## config.mk

```make
export PLATFORM = sky130hd
export DESIGN_NAME = ifp_programmer
export DESIGN_NICKNAME = d
export VERILOG_FILES = /design/src/logic/ifp_pkg.sv /design/src/logic/ifp_programmer.sv /design/src/logic/ifp_arm_timer.sv
export SDC_FILE = /design/constraint.sdc
export NUM_CORES = 1
export LEC_CHECK = 0
export ABC_AREA = 1
export ABC_CLOCK_PERIOD_IN_PS = 3000
export BUFFER_PORTS_ARGS = -buffer_cell sky130_fd_sc_hd__buf_2
export CAP_MARGIN = 20
export CORE_UTILIZATION = 57
export DETAILED_ROUTE_END_ITERATION = 7
export PLACE_DENSITY = 0.89
export SLEW_MARGIN = 40
export SYNTH_ARGS = -nofsm -noshare
export SYNTH_HDL_FRONTEND = slang
export SYNTH_SLANG_ARGS = --single-unit
```

## constraint.sdc

```tcl
create_clock -name pclk -period 3 [get_ports pclk]
set_clock_uncertainty 0.2 [all_clocks]
set_input_delay 0.15 -clock pclk [delete_from_list [all_inputs] [get_ports pclk]]
set_output_delay 0.15 -clock pclk [all_outputs]
set_load 0.01 [all_outputs]
```

## src/logic/ifp_pkg.sv

```systemverilog
// Package of constants and types for the in-application flash programmer.
package ifp_pkg;

   // ************************************************************
   // Register indices; the byte address is four times the index.
   // ************************************************************
   localparam logic [7:0] UNLOCK_KEY_IDX     = 8'hF1;
   localparam logic [7:0] TARGET_ADDR_LO_IDX = 8'hF2;
   localparam logic [7:0] TARGET_ADDR_HI_IDX = 8'hF3;
   localparam logic [7:0] REGION_SELECT_IDX  = 8'hF4;
   localparam logic [7:0] PROGRAM_DATA_IDX   = 8'hF5;
   localparam logic [7:0] PROGRAM_CTRL_IDX   = 8'hF6;
   localparam logic [7:0] STATUS_IDX         = 8'hF7;

   // ************************************************************
   // Field positions, values and reset values.
   // ************************************************************
   localparam int         CTL_BOOT_BIT   = 7;
   localparam int         CTL_ERASE_BIT  = 5;
   localparam int         CTL_PROG_BIT   = 4;
   localparam logic [1:0] CMD_GO         = 2'h2;
   localparam logic [7:0] KEY_MIN        = 8'h40;
   localparam logic [7:0] REG_RESET      = 8'h00;
   localparam int         STAT_ARMED_BIT = 0;
   localparam int         STAT_REFUSE_BIT = 1;
   localparam int         STAT_BUSY_BIT  = 2;

   // Region select codes.
   localparam logic [7:0] RGN_MAIN   = 8'h00;
   localparam logic [7:0] RGN_UID    = 8'h01;
   localparam logic [7:0] RGN_EEPROM = 8'h02;
   localparam logic [7:0] RGN_LOADER = 8'h03;

   // Address limits of the arrays and of the programmable-region option.
   localparam logic [15:0] MAIN_TOP    = 16'h8000;
   localparam logic [15:0] EEPROM_TOP  = 16'h1800;
   localparam logic [15:0] LAST_1K     = 16'h7C00;
   localparam logic [15:0] LAST_2K     = 16'h7800;
   localparam logic [15:0] SECTOR_MASK = 16'hFE00;
   localparam logic [1:0]  LIMIT_NONE  = 2'h0;
   localparam logic [1:0]  LIMIT_1K    = 2'h1;
   localparam logic [1:0]  LIMIT_2K    = 2'h2;

   // Controller states, Gray coded.
   typedef enum logic [1:0] {
      ST_IDLE = 2'b00,
      ST_BUSY = 2'b01
   } ifp_state_t;

   // One request to the flash array.
   typedef struct packed {
      logic        erase;
      logic        eeprom;
      logic [15:0] addr;
      logic [7:0]  wdata;
   } ifp_flash_cmd_t;

endpackage : ifp_pkg

```

## src/logic/ifp_programmer.sv

```systemverilog
// APB register block and command sequencer of the in-application flash programmer.
//
// The APB register port is this design's own decision.
`timescale 1ns/100ps
`default_nettype none
module ifp_programmer
   import ifp_pkg::*;
(
   input  wire logic           pclk,
   input  wire logic           presetn,
   input  wire logic           psel,
   input  wire logic           penable,
   input  wire logic           pwrite,
   input  wire logic [11:0]    paddr,
   input  wire logic [31:0]    pwdata,
   output var  logic [31:0]    prdata,
   output var  logic           pready,
   output var  logic           pslverr,
   input  wire logic [1:0]     programmable_region_limit,
   input  wire logic           running_loader,
   input  wire logic           flash_done,
   output var  logic           flash_req,
   output var  ifp_flash_cmd_t flash_cmd,
   output var  logic           cpu_stall,
   output var  logic [1:0]     code_read_map,
   output var  logic           boot_from_loader
);

   // ************************************************************
   // Functions
   // ************************************************************

   // True when a write or erase may touch the given region and address.
   function automatic logic ifp_allowed(input logic [7:0] rgn, input logic [15:0] a,
                                        input logic [1:0] lim, input logic ldr);
      logic ok;
      ok = 1'b0;
      if (rgn == RGN_EEPROM) begin
         ok = (a < EEPROM_TOP);
      end else if (rgn == RGN_MAIN && a < MAIN_TOP) begin
         if (ldr) begin
            ok = 1'b1;
         end else begin
            unique case (lim)
               LIMIT_NONE: ok = 1'b0;
               LIMIT_1K:   ok = (a >= LAST_1K);
               LIMIT_2K:   ok = (a >= LAST_2K);
               default:    ok = 1'b1;
            endcase
         end
      end
      return ok;
   endfunction : ifp_allowed

   // Address handed to the array: erase always starts at the sector base.
   function automatic logic [15:0] ifp_array_addr(input logic erase, input logic [15:0] a);
      return erase ? (a & SECTOR_MASK) : a;
   endfunction : ifp_array_addr

   // ************************************************************
   // Registers and wires
   // ************************************************************
   logic [7:0]     addr_lo_r;
   logic [7:0]     addr_hi_r;
   logic [7:0]     region_r;
   logic [7:0]     data_r;
   logic           ctl_boot_r;
   logic           ctl_erase_r;
   logic           ctl_prog_r;
   logic [1:0]     ctl_cmd_r;
   logic           refused_r;
   ifp_state_t     state_r;
   ifp_state_t     state_nxt;
   logic [7:0]     rd_byte;
   logic [15:0]    target_address;
   logic           acc;
   logic           wr_en;
   logic           hit;
   logic           wr_key;
   logic           wr_ctl;
   logic           cmd_try;
   logic           one_op;
   logic           go;
   logic           armed;
   logic           key_load;
   logic           op_done;
   logic [9:0]     idx;

   // ************************************************************
   // APB slave
   // ************************************************************

   // Decode; a write takes effect at the edge where pready is high.
   assign idx    = paddr[11:2];
   assign acc    = psel & penable;
   assign wr_en  = acc & pready & pwrite;
   assign hit    = (idx[9:8] == 2'b00) && (idx[7:0] >= UNLOCK_KEY_IDX) && (idx[7:0] <= STATUS_IDX);
   assign wr_key = wr_en & hit & (idx[7:0] == UNLOCK_KEY_IDX);
   assign wr_ctl = wr_en & hit & (idx[7:0] == PROGRAM_CTRL_IDX);

   // Read mux; the key reads back zero since its value lives in the timer.
   assign rd_byte = (idx[7:0] == TARGET_ADDR_LO_IDX) ? addr_lo_r :
                    (idx[7:0] == TARGET_ADDR_HI_IDX) ? addr_hi_r :
                    (idx[7:0] == REGION_SELECT_IDX)  ? region_r :
                    (idx[7:0] == PROGRAM_DATA_IDX)   ? data_r :
                    (idx[7:0] == PROGRAM_CTRL_IDX)   ? {ctl_boot_r, 1'b0, ctl_erase_r, ctl_prog_r,
                                                        2'b00, ctl_cmd_r} :
                    (idx[7:0] == STATUS_IDX)         ? {5'h00, (state_r == ST_BUSY), refused_r, armed} :
                    REG_RESET;

   // One wait state so that read data and the error flag come from flops.
   always_ff @(posedge pclk or negedge presetn) begin
      if (!presetn) begin
         pready  <= 1'b0;
         pslverr <= 1'b0;
         prdata  <= 32'h0000_0000;
      end else begin
         pready  <= acc & ~pready;
         pslverr <= acc & ~pready & ~hit;
         prdata  <= (acc & ~pready & hit & ~pwrite) ? {24'h00_0000, rd_byte} : 32'h0000_0000;
      end
   end

   // ************************************************************
   // Plain data registers
   // ************************************************************

   // Address, region and data registers.
   always_ff @(posedge pclk or negedge presetn) begin
      if (!presetn) begin
         addr_lo_r <= REG_RESET;
         addr_hi_r <= REG_RESET;
         region_r  <= REG_RESET;
         data_r    <= REG_RESET;
      end else if (wr_en & hit) begin
         if (idx[7:0] == TARGET_ADDR_LO_IDX) addr_lo_r <= pwdata[7:0];
         if (idx[7:0] == TARGET_ADDR_HI_IDX) addr_hi_r <= pwdata[7:0];
         if (idx[7:0] == REGION_SELECT_IDX)  region_r  <= pwdata[7:0];
         if (idx[7:0] == PROGRAM_DATA_IDX)   data_r    <= pwdata[7:0];
      end
   end

   assign target_address = {addr_hi_r, addr_lo_r};

   // ************************************************************
   // Unlock key
   // ************************************************************

   // Keys below the threshold close the window instead of opening it.
   assign key_load = wr_key;

   ifp_arm_timer u_arm (
      .clk      (pclk),
      .rst_n    (presetn),
      .load     (key_load),
      .load_val ((pwdata[7:0] >= KEY_MIN) ? pwdata[7:0] : REG_RESET),
      .consume  (cmd_try),
      .armed    (armed)
   );

   // ************************************************************
   // Command acceptance
   // ************************************************************

   // Software writes the operation bit first and then ORs in the command
   // code, so both appear in the same written byte; a lone bit is not enough.
   assign cmd_try = wr_ctl & (pwdata[1:0] == CMD_GO) & (state_r == ST_IDLE);
   assign one_op  = pwdata[CTL_ERASE_BIT] ^ pwdata[CTL_PROG_BIT];
   assign go      = cmd_try & armed & one_op
                  & ifp_allowed(region_r, target_address, programmable_region_limit, running_loader);

   // Sticky refusal flag, cleared by writing one; a new refusal wins.
   always_ff @(posedge pclk or negedge presetn) begin
      if (!presetn) begin
         refused_r <= 1'b0;
      end else if (cmd_try & ~go) begin
         refused_r <= 1'b1;
      end else if (wr_en & hit & (idx[7:0] == STATUS_IDX) & pwdata[STAT_REFUSE_BIT]) begin
         refused_r <= 1'b0;
      end
   end

   // Control register; the command field clears when the operation ends.
   always_ff @(posedge pclk or negedge presetn) begin
      if (!presetn) begin
         ctl_boot_r  <= 1'b0;
         ctl_erase_r <= 1'b0;
         ctl_prog_r  <= 1'b0;
         ctl_cmd_r   <= 2'h0;
      end else if (wr_ctl) begin
         ctl_boot_r  <= pwdata[CTL_BOOT_BIT];
         ctl_erase_r <= pwdata[CTL_ERASE_BIT];
         ctl_prog_r  <= pwdata[CTL_PROG_BIT];
         ctl_cmd_r   <= go ? CMD_GO : 2'h0;
      end else if (op_done) begin
         ctl_cmd_r   <= 2'h0;
      end
   end

   // ************************************************************
   // Sequencer
   // ************************************************************

   // Busy from acceptance until the array reports completion.
   assign op_done   = (state_r == ST_BUSY) & flash_done;
   assign state_nxt = go ? ST_BUSY : (op_done ? ST_IDLE : state_r);

   always_ff @(posedge pclk or negedge presetn) begin
      if (!presetn) begin
         state_r <= ST_IDLE;
      end else begin
         state_r <= state_nxt;
      end
   end

   // Array request and processor stall; the stall is what lets software
   // skip polling, though it still pads with no-ops after the command.
   always_ff @(posedge pclk or negedge presetn) begin
      if (!presetn) begin
         flash_req <= 1'b0;
         cpu_stall <= 1'b0;
         flash_cmd <= '0;
      end else if (go) begin
         flash_req       <= 1'b1;
         cpu_stall       <= 1'b1;
         flash_cmd.erase <= pwdata[CTL_ERASE_BIT];
         flash_cmd.eeprom <= (region_r == RGN_EEPROM);
         flash_cmd.addr  <= ifp_array_addr(pwdata[CTL_ERASE_BIT], target_address);
         flash_cmd.wdata <= data_r;
      end else if (op_done) begin
         flash_req <= 1'b0;
         cpu_stall <= 1'b0;
      end
   end

   // ************************************************************
   // Code-read mapping and boot selection
   // ************************************************************

   // Loader ROM is mapped only for code running from it; reserved codes
   // fall back to main flash so instruction fetch never reads garbage.
   always_ff @(posedge pclk or negedge presetn) begin
      if (!presetn) begin
         code_read_map    <= 2'h0;
         boot_from_loader <= 1'b0;
      end else begin
         boot_from_loader <= ctl_boot_r;
         if (region_r == RGN_UID) begin
            code_read_map <= RGN_UID[1:0];
         end else if (region_r == RGN_EEPROM) begin
            code_read_map <= RGN_EEPROM[1:0];
         end else if (region_r == RGN_LOADER && running_loader) begin
            code_read_map <= RGN_LOADER[1:0];
         end else begin
            code_read_map <= RGN_MAIN[1:0];
         end
      end
   end

   // ************************************************************
   // Assertions
   // ************************************************************
   logic [7:0] since_load_r;
   logic [7:0] key_n_r;

   // Helper: cycles since the last key load and the window it opened.
   always_ff @(posedge pclk or negedge presetn) begin
      if (!presetn) begin
         since_load_r <= 8'h00;
         key_n_r      <= 8'h00;
      end else if (key_load) begin
         since_load_r <= 8'h00;
         key_n_r      <= pwdata[7:0];
      end else if (since_load_r != 8'hFF) begin
         since_load_r <= since_load_r + 8'h01;
      end
   end
endmodule : ifp_programmer
`default_nettype wire

```

## src/logic/ifp_arm_timer.sv

```systemverilog
// Arming window counter for the unlock key.
`timescale 1ns/100ps
`default_nettype none
module ifp_arm_timer
   import ifp_pkg::*;
(
   input  wire logic       clk,
   input  wire logic       rst_n,
   input  wire logic       load,
   input  wire logic [7:0] load_val,
   input  wire logic       consume,
   output var  logic       armed
);

   logic [7:0] cnt_r;
   logic [7:0] cnt_nxt;

   // ************************************************************
   // Countdown
   // ************************************************************

   // A load opens a window of load_val cycles; a command or expiry closes it.
   assign cnt_nxt = load     ? load_val :
                    consume  ? REG_RESET :
                    (cnt_r != REG_RESET) ? cnt_r - 8'h01 : cnt_r;

   // Window register.
   always_ff @(posedge clk or negedge rst_n) begin
      if (!rst_n) begin
         cnt_r <= 8'h00;
      end else begin
         cnt_r <= cnt_nxt;
      end
   end

   // Armed while any cycles of the window remain.
   assign armed = (cnt_r != REG_RESET);

endmodule : ifp_arm_timer
`default_nettype wire

```

==> PnR_summary.wiki <==
{| class="wikitable"
! Metric !! Value
|-
| Clock tree from TritonCTS || done
|-
| Worst hold slack after final layout || just over 0.09 ns
|-
| DRT Wirelength || between 9 and 10 mm
|-
| Number of different library cells in the post-synthesis netlist || 34
|-
| Worst max-slew margin expressed relative to the limit || 0.5124
|-
| Wire length of the first global-routing pass || around 17 mm
|-
| Async set-or-reset flop fraction in the synthesized netlist || 1.000
|-
| Synthesis warning total || 0
|-
| Leakage Power || roughly 2.8 nW
|-
| Final period util || 0.7268
|-
| Post-route cell area || 0.005036 mm2
|-
| Half-perimeter wire length of the detailed placement result || roughly 7.3 mm
|-
| Worst Hold Depth || 5
|-
| Top_reg_cell synth || dfrtp_1
|-
| Post-CTS setup-driven buffer insertion count || 0
|-
| Average wire per standard cell || about 14 um
|-
| Kind of critical path || register to register
|-
| Clock period minus final worst setup slack || between 2 and 2.5 ns
|-
| Worst vdd rail ir drop || ~0.43 mV
|-
| Number of hold-slack violations in the final timing report || 0
|-
| Pre-CTS setup slack || 0.8268 ns
|-
| Leading cell type in the layout, fill and taps excluded || nand2_1
|-
| Die Height || 89.78 um
|-
| FP Rows || 31
|-
| Post-detailed-route DRC marker count || 0
|-
| Average via count per standard cell || 5.198
|-
| Initial Util || 0.5991
|-
| Result of the run || finished clean
|-
| Via count of the first global-routing pass || 3,569
|-
| Gate Count Post-Synth || between 500 and 600
|-
| Worst-path cell with the longest stage delay || dfrtp_1
|-
| Port Buffer Count || 67
|-
| Number of H-tree levels || 3
|-
| Number of top-level pins || ~120
|-
| Arrival time reported for the critical path endpoint || roughly 2.2 ns
|-
| Number of pins exceeding their max-slew limit in the final report || 0
|-
| Transition time at the pin with the least slew margin || between 0.7 and 0.8 ns
|-
| Most frequent cell on the critical path || nand2_1
|-
| Crit path largest cell delay || 0.35 ns
|-
| Origin of the critical flop-to-flop path || u_arm.cnt_r[0]
|-
| Antenna Nets Post-Route || 0
|-
| Most frequent cells in the layout || 172 x nand2_1, 85 x dfrtp_1, 66 x buf_2
|-
| Critical path cell sequence || inv_1 -> ha_1 -> nand2_1 -> nor2_4 -> nor2_1 -> nand2_1 -> nor2_2 -> nand2_4 -> nand2_1 -> nand2_1
|-
| Ratio of cells with drive above 1 in the final layout || 0.2042
|-
| Clock tree root buffer cell || clkbuf_8
|-
| Critical hold path startpoint || psel
|-
| Detailed Routing Iterations Pass 1 || 5
|-
| Sequential element share of the synthesized area || 0.4843
|-
| Register-to-Register Path Depth || 10
|-
| Post-synthesis sequential element count || 85
|-
| Count of clock tree sinks || 85
|-
| Number of instances in the placed design || approximately 680
|-
| Total Negative Setup Slacks || 0 ns
|-
| Buffering stage count on the worst path with inverters included || 1
|-
| Number of flops mapped to enable cells by yosys || 0
|-
| Total clock buffers created by CTS || 9
|-
| Floorplan core area || 0.007331 mm2
|-
| Per-instance average area after synthesis || about 8.3 um2
|-
| Register-to-register setup slack || 0.82 ns
|-
| Post-placement cell area || between 0.004 and 0.005 mm2
|-
| Top fanout value on the critical path || 26
|-
| Pwr Density || slightly above 500 mW/mm2
|-
| Number of antenna violations at the first check in global routing || 0
|-
| Via Count || 3,696
|-
| Max-cap violations || 0
|-
| Die Footprint || about 0.0081 mm2
|-
| Final setup violation count || 0
|-
| RSZ-0062 raised after global routing || false
|-
| Area of the mapped netlist || between 0.004 and 0.005 mm2
|-
| Final worst slack || 0.8196 ns
|-
| Area delta synth->final || 14.67%
|-
| Overflow after GRT || 0
|-
| Launching element type of the critical path || register
|-
| Total inserted antenna cells || 0
|-
| Top Family by Delay on Critical Path || simple AND/OR/NAND/NOR gates
|-
| Pin count of the biggest net entering global routing || 86
|-
| Worst skew pair latency || 0.36 ns
|-
| DRC marker count from the first detailed-route iteration || between 200 and 300
|-
| Weighted congestion reported at the end of routability-driven placement || a little over 0.9
|-
| Die Width || between 80 and 90 um
|-
| NumNets Final || around 660
|-
| Type of destination of the critical path || register
|-
| Destination of the worst hold path || prdata[6]
|-
| Worst r2r dst || flash_cmd[6]
|-
| Required time of the critical path || 3.05 ns
|-
| Post-route insts no fill || 711
|-
| Worst hold-check path type || input pin to register
|-
| Fmax || between 400 and 500 MHz
|-
| Aggregate global-route resource usage || 0.2657
|-
| Maximum number of buffers from clock root to sink || 2
|-
| Clock slew at the register clock pins of the worst setup and hold paths || about 0.080 ns
|}
-- synthesized netlist by cell type (2+ instances only) --
master / number / share of area
inv_1: 46 / 0.039
buf_4: 25 / 0.043
buf_6: 6 / 0.015
nor3_2: 2 / 0.0046
o21ai_2: 8 / 0.016
nand4_1: 6 / 0.0085
nand2_1: 172 / 0.15
a21oi_1: 20 / 0.023
inv_2: 4 / 0.0034
nor2_4: 5 / 0.013
a31oi_1: 3 / 0.0043
nand4_4: 2 / 0.0097
nand2_4: 7 / 0.018
dfrtp_1: 85 / 0.48
nor2_8: 3 / 0.014
nor3_1: 5 / 0.0057
nor2_1: 35 / 0.030
buf_2: 2 / 0.0023
nand3_1: 24 / 0.027
o21ai_0: 32 / 0.036
nand2_2: 3 / 0.0043
xor2_1: 5 / 0.010
nor2_2: 6 / 0.0085
o21ai_1: 2 / 0.0023
nand3b_1: 9 / 0.015
-- repair_timing --
item | CTS | global route
gates resized for setup | 0 | 0
hold buffers | 14 | 0
endpoints found under the hold margin | 121 | 0
-- cells by family after synthesis --
family / share of synthesized area
compound gates: 0.08490
fa+ha+maj: 0.002849
simple gates: 0.3077
buf+inv: 0.1074
other cells: 0.0008539
flops: 0.4843
xor+xnor: 0.01197
-- tightest hold or removal path, stage by stage --
cell and delay, ns:
buf_2 0.09, nand2_1 0.11, nor3_1 0.06, nand2_1 0.13, a21oi_1 0.06
-- power by group --
part           internal, mW  total (mW)  switching [mW]
clock                 0.476       0.895           0.419
sequential             1.20        1.24          0.0370
combinational         0.154       0.411           0.258
-- per-stage QoR --
stage | util | total power, mW
global placement | 0.6371 | 1.643
CTS | 0.6870 | 2.558
floorplan | - | 1.568
detailed placement | 0.6377 | 1.653
global route | 0.6870 | 2.675
finish | 0.6870 | 2.546
-- routing by layer --
metal	global-route usage	up-vias	wire length [um]
li1	-	1790	-
met1	0.3356	1748	4134
met2	0.4596	136	5061
met3	0.04146	22	507
met4	0.1025	0	216
met5	0	-	0
-- how the worst max path moves through the flow --
stage,start,to,slack (ns),cells past startpoint
after floorplan,u_arm.cnt_r[0],flash_cmd[14],1.16,11
after global placement,u_arm.cnt_r[0],flash_cmd[9],0.91,10
after detailed placement,u_arm.cnt_r[0],flash_cmd[6],0.83,10
after CTS,u_arm.cnt_r[0],flash_cmd[6],0.81,10
after global routing,u_arm.cnt_r[0],flash_cmd[6],0.64,10
final,u_arm.cnt_r[0],flash_cmd[6],0.82,10
-- state kept, by name, summed over array words and instances, names as in the netlist --
| signal | count |
|---|---|
| ctl_erase_r | 1 |
| state_r | 1 |
| flash_cmd | 26 |
| pslverr | 1 |
| boot_from_loader | 1 |
| region_r | 8 |
| code_read_map | 2 |
| data_r | 8 |
| ctl_prog_r | 1 |
| pready | 1 |
| ctl_cmd_r | 1 |
| ctl_boot_r | 1 |
| addr_lo_r | 8 |
| refused_r | 1 |
| u_arm.cnt_r | 8 |
| addr_hi_r | 8 |
| prdata | 8 |
-- cell type report --
class / count / area (um2)
Fill cell: 571 / 2295
Timing Repair Buffer: 81 / 481.7
Clock inverter: 6 / 93.84
Clock buffer: 10 / 127.6
Tap cell: 99 / 123.9
Sequential cell: 85 / 2127
Multi-Input combinational cell: 378 / 1879
Inverter: 52 / 202.7
No activity file was read; power rests on OpenSTA's default activity.
